### src/keypad_defs.svh
// constants for the keypad level interrupt unit
`ifndef KEYPAD_DEFS_SVH
`define KEYPAD_DEFS_SVH

// register offsets on the special function register port
`define AUX_CTRL_ADDR 8'h90
`define KP_CTRL_ADDR 8'hA3
`define KP_STAT_ADDR 8'hA4

// reset values
`define AUX_CTRL_RST 8'hFF
`define KP_CTRL_RST 8'h0F
`define KP_STAT_RST 8'h00

// field positions
`define AUX_INPUT_BIT 0
`define CTRL_LEVEL_BIT 4
`define CTRL_MASK_BIT 0
`define STAT_WAKE_BIT 7
`define STAT_FLAG_BIT 0

// synchroniser depth
`define SYNC_DEPTH 2

`endif

### src/keypad_pkg.sv
// types shared by the keypad level interrupt unit
package keypad_pkg;

  // one special function register access, as issued by the core
  typedef struct packed {
    logic [7:0] addr;  // register address
    logic wr;          // write strobe, one cycle
    logic rd;          // read strobe, one cycle
    logic [7:0] wdata; // write data
  } sfr_req_s;

  // which register an address selects
  typedef enum logic [3:0] {
    SEL_NONE = 4'b0001,
    SEL_AUX = 4'b0010,
    SEL_CTRL = 4'b0100,
    SEL_STAT = 4'b1000
  } reg_sel_e;

endpackage

### src/keypad_level_interrupt.sv
// keypad level interrupt unit with its three special function registers
`include "keypad_defs.svh"

module keypad_level_interrupt
  import keypad_pkg::*;
#(
  parameter int SYNC_STAGES = `SYNC_DEPTH // synchroniser length
) (
  input wire logic clk,
  input wire logic sys_rst,
  input wire sfr_req_s sfr_req,
  output logic [7:0] sfr_rdata,
  input wire logic keypad_input_line,
  input wire logic keypad_irq_global_enable,
  output logic keypad_irq,
  output logic powerdown_wake,
  output logic [6:0] aux_shared_bits
);

  ////////////////////////////////////////////////////////////////////////////
  // elaboration checks

  // fewer than two stages would expose a metastable flop
  if (SYNC_STAGES < 2) begin : g_bad_sync
    $error("SYNC_STAGES must be at least 2");
  end

  ////////////////////////////////////////////////////////////////////////////
  // address decode

  // maps an address onto a register select
  function automatic reg_sel_e decode(input logic [7:0] a);
    reg_sel_e s;
    s = SEL_NONE;
    case (a)
      `AUX_CTRL_ADDR: s = SEL_AUX;
      `KP_CTRL_ADDR: s = SEL_CTRL;
      `KP_STAT_ADDR: s = SEL_STAT;
      default: s = SEL_NONE;
    endcase
    return s;
  endfunction

  reg_sel_e sel; // register addressed this cycle
  logic wr_ctrl; // write to control
  logic wr_stat; // write to status
  logic wr_aux; // write to auxiliary
  logic rd_stat; // read of status, clears the flag

  assign sel = decode(sfr_req.addr);
  assign wr_ctrl = sfr_req.wr && (sel == SEL_CTRL);
  assign wr_stat = sfr_req.wr && (sel == SEL_STAT);
  assign wr_aux = sfr_req.wr && (sel == SEL_AUX);
  assign rd_stat = sfr_req.rd && (sel == SEL_STAT);

  ////////////////////////////////////////////////////////////////////////////
  // input synchroniser

  logic [SYNC_STAGES-1:0] sync_chain; // [0] is read only by [1]
  logic input_sync; // clean copy of the keypad line

  always_ff @(posedge clk or posedge sys_rst) begin
    if (sys_rst) begin
      // idle line is high, so auxiliary bit 0 reads one after reset
      sync_chain <= '1;
    end else begin
      sync_chain <= {sync_chain[SYNC_STAGES-2:0], keypad_input_line};
    end
  end

  assign input_sync = sync_chain[SYNC_STAGES-1];

  ////////////////////////////////////////////////////////////////////////////
  // control register

  logic [7:0] kp_ctrl; // keypad control
  logic level_select; // level that counts as a key
  logic detect_irq_mask; // blocks the flag from the interrupt

  always_ff @(posedge clk or posedge sys_rst) begin
    if (sys_rst) begin
      kp_ctrl <= `KP_CTRL_RST;
    end else if (wr_ctrl) begin
      // software keeps bits 3:1 set, stored as written
      kp_ctrl <= sfr_req.wdata;
    end
  end

  assign level_select = kp_ctrl[`CTRL_LEVEL_BIT];
  assign detect_irq_mask = kp_ctrl[`CTRL_MASK_BIT];

  ////////////////////////////////////////////////////////////////////////////
  // status register

  logic powerdown_wake_enable; // lets the keypad end power-down
  logic level_detect_flag; // sticky detection flag
  logic level_match; // synchronised line at chosen level

  assign level_match = (input_sync == level_select);

  always_ff @(posedge clk or posedge sys_rst) begin
    if (sys_rst) begin
      powerdown_wake_enable <= 1'(`KP_STAT_RST >> `STAT_WAKE_BIT);
    end else if (wr_stat) begin
      powerdown_wake_enable <= sfr_req.wdata[`STAT_WAKE_BIT];
    end
  end

  always_ff @(posedge clk or posedge sys_rst) begin
    if (sys_rst) begin
      level_detect_flag <= 1'b0;
    end else if (level_match) begin
      // set wins over a clearing read in the same cycle
      level_detect_flag <= 1'b1;
    end else if (rd_stat) begin
      level_detect_flag <= 1'b0;
    end
  end

  ////////////////////////////////////////////////////////////////////////////
  // auxiliary register

  logic [6:0] aux_store; // bits owned by neighbouring blocks

  always_ff @(posedge clk or posedge sys_rst) begin
    if (sys_rst) begin
      // bit 0 of the reset value is the pin, not stored
      aux_store <= 7'(`AUX_CTRL_RST >> 1);
    end else if (wr_aux) begin
      aux_store <= sfr_req.wdata[7:1];
    end
  end

  assign aux_shared_bits = aux_store;

  ////////////////////////////////////////////////////////////////////////////
  // read data, one cycle after the strobe

  always_ff @(posedge clk or posedge sys_rst) begin
    if (sys_rst) begin
      sfr_rdata <= 8'h00;
    end else if (sfr_req.rd) begin
      case (sel)
        // bit 0 shows the keypad line
        SEL_AUX: sfr_rdata <= {aux_store, input_sync};
        SEL_CTRL: sfr_rdata <= kp_ctrl;
        SEL_STAT: sfr_rdata <= {powerdown_wake_enable, 6'h00,
                                level_detect_flag};
        // unmapped addresses read zero
        default: sfr_rdata <= 8'h00;
      endcase
    end
  end

  ////////////////////////////////////////////////////////////////////////////
  // interrupt and wake outputs

  // mask gates the flag; global enable gates the core request
  assign keypad_irq = level_detect_flag && !detect_irq_mask
                      && keypad_irq_global_enable;

  // raw-pin wake, clocks may be stopped
  // asynchronous level detect, no synchroniser in this path
  assign powerdown_wake = powerdown_wake_enable && !detect_irq_mask
                          && (keypad_input_line == level_select);

  logic [1:0] age; // cycles since reset release, saturating
  always_ff @(posedge clk or posedge sys_rst) begin
    if (sys_rst) begin
      age <= 2'd0;
    end else if (age != 2'd3) begin
      age <= age + 2'd1;
    end
  end
endmodule // keypad_level_interrupt

### config.mk
export PLATFORM = sky130hd
export DESIGN_NAME = keypad_level_interrupt
export DESIGN_NICKNAME = d
export VERILOG_FILES = /design/src/keypad_pkg.sv /design/src/keypad_level_interrupt.sv
export VERILOG_INCLUDE_DIRS = /design/src
export SDC_FILE = /design/constraint.sdc
export NUM_CORES = 1
export LEC_CHECK = 0
export BUFFER_PORTS_ARGS = -buffer_cell sky130_fd_sc_hd__buf_2
export CELL_PAD_IN_SITES_DETAIL_PLACEMENT = 1
export CELL_PAD_IN_SITES_GLOBAL_PLACEMENT = 2
export CORE_ASPECT_RATIO = 0.6
export CORE_UTILIZATION = 34
export DETAILED_ROUTE_END_ITERATION = 10
export PLACE_DENSITY_LB_ADDON = 0.2
export SETUP_SLACK_MARGIN = 0.02
export SLEW_MARGIN = 10
export SYNTH_ARGS = -nofsm -noshare
export SYNTH_HDL_FRONTEND = slang
export SYNTH_SLANG_ARGS = --single-unit
export TNS_END_PERCENT = 50
### constraint.sdc
create_clock -name clk -period 2.5 [get_ports clk]
set_input_delay 0.25 -clock clk [delete_from_list [all_inputs] [get_ports clk]]
set_output_delay 0.25 -clock clk [all_outputs]
set_load 0.05 [all_outputs]
==> results_dict.tcl, run 1 <==
set metrics [dict create \
    status "finished, final reports clean" \
    power.total_w 0.000818 \
    yosysTopAreaCellShare_pct 28.3 \
    cts_tree "yes" \
    finClkSkew_ns 0.00223 \
    highest_layer "met4" \
    gp_congestion 0.738 \
    avgSynthCellArea_um2 13.3 \
    yosys.area.top_type "dfrtp_1" \
    portBuffers 38 \
    fin_nets 157 \
    synth.net_count 115 \
    worstPathArrival_ns 1.38 \
    hold_viol 0 \
    clock_sinks 27 \
    crit_required_ns 2.25 \
    hp-class "in2reg" \
    slew_violations 0 \
    startpoint_type "flip-flop" \
    critical_path_class "reg2out" \
    die_width_um 80.0 \
    vias 928 \
    reg2reg_depth 3 \
    clock_path_buffers 2 \
    root_buffer "clkbuf_8" \
    wire_per_inst_um 17.0 \
    grt_pass1_vias 978 \
    hold_buffers 0 \
    ys.flop_type "dfrtp_1" \
    ant_nets 0 \
    fin_crit_sh_pct 65.2 \
    pre_cts_ws_ns 0.638 \
    antenna_found_initial 0 \
    timing.final.ws_setup_ns 0.869 \
    rsz0062_at_grt "false" \
    yosysUniqueCellTypes 26 \
    ios 39 \
    num_antenna_cells 0 \
    post_cts_resized 0 \
    hold_slack_ns 0.0827 \
    seq_area_frac_synth_pct 55.8 \
    hold_path_depth 1 \
    yosysMostFrequentCell "mux2_2" \
    fmax_mhz 613 \
    netlist_instances 93 \
    period_needed_ns 1.63 \
    dr_wl_met3_um 146 \
    synth-seq-cells 27 \
    power_per_cell_area_nw_per_um2 534 \
    setup_viol 0 \
    synth_warnings 0 \
    setup-tns-final_ns 0 \
    cts_setup_buffers 0 \
    die_h_um 48.8 \
    cts-htree-levels 1 \
    synthTopCellsByArea "dfrtp_1 28%, dfstp_2 28%, mux2_2 15%" \
    row_count 16 \
    grt_first_pass_wirelength_mm 5.11 \
    drt-pass1-iter-count 7 \
    gr-total-overflow 0 \
    worstSetupEndpointType "output port" \
    synth_edf_count 0 \
    drive_gt1_share_pct 58.2 \
    drt_iter0_drc 41 \
    drc_errors 0 \
    grt_usage_pct 17.5 \
    netlist_area_um2 1240 \
    wl_met2_mm 1.41 \
    clk_pin_slew_ns 0.09 \
    max_slew.worst_pin.slew_ns 0.999 \
    dpl.hpwl_mm 2.38 \
    coreArea_um2 3360 \
    start_util_pct 36.9 \
    wl_met1_mm 1.48 \
    cts_buffers 3 \
    yosys-top-cells-count "16 x mux2_2, 14 x dfrtp_1, 13 x dfstp_2" \
    insertion_delay_ns 0.27 \
    ir_worst_vdd_mv 0.234 \
    slew_headroom_pct 33.3 \
    worstPathMaxFanout 4 \
    grt_max_degree 28 \
    area_growth_pct 23.5 \
    die_area_um2 3900 \
    finalWirelength_mm 3.05 \
    fillers 389 \
    async_flop_share_pct 100 \
    viasPerCell 5.18 \
    p_leak_nw 0.700 \
    drv_cap 0 \
]
==> routing by layer <==
metal  vias up  track usage, %
li1        433               -
met1       464            26.1
met2        28            26.6
met3         3            4.49
met4         0            1.79
met5         -               0
==> sequential cells by signal, indices dropped and copies added, names as in the netlist <==
name	count
aux_shared_bits	7
sync_chain	2
powerdown_wake_enable	1
sfr_rdata	8
kp_ctrl	8
level_detect_flag	1
==> final timing paths <==
kind                                       endpoint  slack, ns                         startpoint
max                                  powerdown_wake       0.87             kp_ctrl[4]$_DFFE_PP0P_
min reg2reg                 sync_chain[1]$_DFF_PP1_       0.37            sync_chain[0]$_DFF_PP1_
min                         sync_chain[0]$_DFF_PP1_       0.08                  keypad_input_line
max in group asynchronous    kp_ctrl[6]$_DFFE_PP0P_       1.70                            sys_rst
min in group asynchronous  sfr_rdata[7]$_DFFE_PP0P_       0.20                            sys_rst
max reg2reg                sfr_rdata[7]$_DFFE_PP0P_       1.39  powerdown_wake_enable$_DFFE_PP0P_
==> stage by stage <==
| step | utilization, % | area [µm²] | std cells |
|---|---|---|---|
| 4_1_cts | 45.5 | 1530 | 179 |
| 6_report | 45.5 | 1530 | 179 |
| 3_3_place_gp | 44.1 | 1480 | 175 |
| 2_1_floorplan | - | 1240 | 93 |
| 5_1_grt | 45.5 | 1530 | 179 |
| 3_5_place_dp | 44.1 | 1480 | 175 |
==> critical path: stages (launching register included) <==
cell and delay [ns]:
dfrtp_1 0.45, xor2_1 0.18, nor3b_1 0.18, buf_2 0.29
==> layout make-up <==
cell class	instances	area (µm²)	share of cell area, %
Clock buffer	3	41.3	2.70
Clock inverter	1	7.51	0.490
Inverter	9	33.8	2.21
Multi-Input combinational cell	56	510	33.3
Sequential cell	27	692	45.2
Tap cell	45	56.3	3.68
Timing Repair Buffer	38	190	12.4
==> cells in the final DEF, fill, tap and decap left out <==
| master | count |
|---|---|
| buf_2 | 38 |
| or3b_2 | 1 |
| nor2b_1 | 1 |
| clkbuf_8 | 3 |
| nor4b_1 | 1 |
| dfstp_2 | 13 |
| nand3b_1 | 1 |
| mux2_2 | 16 |
| nand2b_1 | 1 |
| a22oi_1 | 8 |
| nor3b_1 | 1 |
| a32o_1 | 2 |
| and3b_1 | 2 |
| xnor2_1 | 1 |
| nor2_1 | 2 |
| nor3b_4 | 1 |
| a21o_1 | 1 |
| o22ai_1 | 8 |
| inv_1 | 9 |
| clkinvlp_4 | 1 |
| dfrtp_1 | 14 |
| o21ai_2 | 1 |
| xor2_1 | 1 |
| nand2_4 | 1 |
| nand4_1 | 3 |
| nor4_4 | 1 |
| or3b_4 | 1 |
| a2111oi_2 | 1 |
==> logic make-up after synthesis <==
family / count (synthesis) / share of synthesized area, %
compound gates: 21 / 13.0
mux: 16 / 14.5
xor+xnor: 2 / 1.41
flops: 27 / 55.8
buf+inv: 10 / 3.03
simple gates: 17 / 12.2
==> power breakdown <==
group	leakage (nW)	internal (W)	switching, W
Combinational	0.354	0.0000346	0.0000618
Clock	0.0217	0.000113	0.000138
Sequential	0.324	0.000459	0.0000114
Total	0.700	0.000607	0.000211
No activity file was read; power rests on OpenSTA's default activity.
==> inputs of run 2 (changes only) <==
- ABC_AREA: not set -> 1
- CORE_UTILIZATION: 34 -> 30
- clock period: 2.5 -> 1.6 ns (I/O delays scaled with it)
==> run 2 against run 1 <==
  * Register-to-register slack worse by 0.74 ns
  * Power is 63% higher
  * Sequential share of layout area is 4.1 points lower
  * Worst setup slack worse by 0.80 ns
  * Largest cell class unchanged
  * Wire length is 7.9% higher
  * Synthesized cell count is 68% higher
  * Final cell count is 44% higher
  * Clock power is 59% higher
==> results_dict.tcl, run 2 <==
set metrics [dict create \
    die_width_um 89.5 \
    p_seq_share_pct 56.0 \
    crit-reg2reg-launch "kp_ctrl[0]$_DFFE_PP1P_" \
    synth-seq-cells 27 \
    worstHoldEndpoint "kp_ctrl[0]$_DFFE_PP1P_" \
    setup-tns-final_ns 0 \
    area_growth_pct 22.1 \
    hold_path_depth 3 \
    insertion_delay_ns 0.28 \
    ys.flop_type "dfrtp_1" \
    yosys.area_share.xor_xnor_pct 0.635 \
    die_h_um 54.5 \
    critical_path_class "reg2out" \
    rr_endpoint "sfr_rdata[0]$_DFFE_PP0P_" \
    status "finished, final reports clean" \
    yosysMostFrequentCell "nand2_1" \
    die_area_um2 4880 \
    final_common_cell "nand2_1" \
    critPathBufInv 2 \
    netlist_instances 156 \
    utilization_pct 39.5 \
    cts-htree-levels 1 \
    synthTopCellsByArea "dfrtp_1 25%, dfstp_2 25%, nand2_1 14%" \
    ir_worst_vdd_mv 0.244 \
    setup_viol 0 \
    hp-class "in2reg" \
    placed_cell_area_um2 1620 \
    dpl.hpwl_mm 2.57 \
    gr-total-overflow 0 \
    slowest_delay_ns 0.41 \
    worstSetupEndpointType "output port" \
    ios 39 \
    grt_pass1_vias 1170 \
    synth_edf_count 0 \
    vias 1144 \
    portBuffers 38 \
    avgSynthCellArea_um2 8.84 \
    synth_warnings 0 \
    p_leak_nw 0.898 \
    cts_tree "yes" \
    root_buffer "clkbuf_8" \
    drt-pass1-iter-count 4 \
    rsz0062_at_grt "false" \
    hold_viol 0 \
    drive_gt1_share_pct 38.1 \
    power.internal_w 0.000964 \
    seq_area_frac_synth_pct 50.2 \
    fmax_mhz 654 \
    muxShareOfSynthArea_pct 0 \
    final_cell_mix "51 x nand2_1, 38 x buf_2, 19 x nand3_1" \
    coreArea_um2 4260 \
    yosys-top-cells-count "51 x nand2_1, 19 x nand3_1, 14 x dfrtp_1, 14 x inv_1, 13 x dfstp_2" \
    finClkSkew_ns 0.00183 \
    hold_start "sfr_req[0]" \
    max_slew.worst_pin.slew_ns 0.420 \
    grt_max_degree 28 \
    wire_per_inst_um 12.8 \
    grt_first_pass_wirelength_mm 5.49 \
    synth.net_count 178 \
    synth_fa_ha_area_share_pct 0 \
    fillers 518 \
    combinationalPowerShare_pct 14.0 \
    synth_simple_gate_area_share_pct 30.8 \
    post_cts_resized 0 \
    stdcell_area_um2 1680 \
    final_cells 257 \
    async_flop_share_pct 100 \
    antenna_found_initial 0 \
    gp_congestion 0.749 \
    cts_buffers 3 \
    clock_path_buffers 2 \
    row_count 18 \
    yosys.area.top_type "dfrtp_1" \
    clock_sinks 27 \
    p_sw_share_pct 27.5 \
    crit_slowest_cell "dfrtp_1" \
    dpl.cell_count 251 \
    slew_violations 0 \
    crit_required_ns 1.44 \
    period_needed_ns 1.53 \
    fin_nets 220 \
    clock_power_share_pct 30.0 \
    power_per_cell_area_nw_per_um2 790 \
    worstPathArrival_ns 1.37 \
    p_switching_w 0.000366 \
    netlist_area_um2 1380 \
    drv_cap 0 \
    num_antenna_cells 0 \
    hold_slack_ns 0.0868 \
    clk_pin_slew_ns 0.09 \
    cp_cell_sequence "inv_1, o21ai_0, a211oi_2, buf_2" \
    reg2reg_depth 4 \
    slew_headroom_pct 71.9 \
    drc_errors 0 \
    finalWirelength_mm 3.29 \
    startpoint_type "flip-flop" \
    synth_compound_area_share_pct 10.7 \
    viasPerCell 4.45 \
    yosysUniqueCellTypes 25 \
    crit_family "buffers and inverters" \
    synth_top_family_by_area "simple AND/OR/NAND/NOR gates" \
    ant_nets 0 \
    rrSetupSlack_ns 0.65 \
    fin_crit_sh_pct 95.5 \
    start_util_pct 32.4 \
    grt_usage_pct 15.3 \
    yosysTopAreaCellShare_pct 25.4 \
    drt_iter0_drc 26 \
    worstPathMaxFanout 4 \
]
## run 2: timing repair
item                      CTS  global route
hold endpoints to repair   14             1
hold buffers                1             1
setup buffers               0             0
## run 2: layout make-up
cell class,count,area [µm²],share of cell area [%]
tap,60,75.1,4.46
sequential,27,692,41.1
clock buffer,4,45.0,2.68
inverter,18,67.6,4.01
multi-input combinational,107,586,34.8
timing repair buffer,41,218,12.9
## run 2: worst register-to-register path: stages, from the launching register on
cell,delay (ns)
dfstp_2,0.59
nand3_1,0.09
nand3_1,0.11
nand2_1,0.05
nand2_1,0.06
## run 2: worst max-delay path by stage
stage	startpoint	cells past startpoint	end	slack, ns
after global placement	sfr_req[16]	8	kp_ctrl[6]$_DFFE_PP0P_	0.36
after floorplan	kp_ctrl[4]$_DFFE_PP0P_	3	powerdown_wake	0.20
after global routing	kp_ctrl[4]$_DFFE_PP0P_	4	powerdown_wake	0.03
after detailed placement	sfr_req[16]	8	kp_ctrl[5]$_DFFE_PP0P_	0.30
after CTS	kp_ctrl[4]$_DFFE_PP0P_	4	powerdown_wake	0.08
final	kp_ctrl[4]$_DFFE_PP0P_	4	powerdown_wake	0.07
## run 2: routing by layer
layer  GRT usage, %  up-vias  routed length [µm]
met5              0        -                   0
met4           1.59        0                   9
met3           3.62        2                  82
met2           26.7       20                1520
met1           20.3      542                1680
li1               -      580                   -
## run 2: logic make-up (layout without fill, tap and decap cells)
family          after synthesis  in the layout
xor+xnor                      1              1
compound gates               21             21
flops                        27             27
simple gates                 85             85
buf+inv                      22             63
## run 2: through the flow
| stage | setup slack [ns] | total power (W) |
|---|---|---|
| after CTS | 0.0812 | 0.00135 |
| after global placement | 0.355 | 0.000937 |
| after floorplan | 0.205 | 0.000879 |
| after detailed placement | 0.296 | 0.000942 |
| final | 0.0718 | 0.00133 |
| after global routing | 0.0303 | 0.00140 |
## run 2: power groups by stage
| stage | combinational (W) | sequential, W | clock [W] |
|---|---|---|---|
| after floorplan | 0.0000940 | 0.000785 | 0 |
| after global routing | 0.000207 | 0.000748 | 0.000440 |
| after CTS | 0.000188 | 0.000745 | 0.000417 |
| after global placement | 0.000181 | 0.000756 | 0 |
| after detailed placement | 0.000185 | 0.000757 | 0 |
| final | 0.000186 | 0.000745 | 0.000399 |
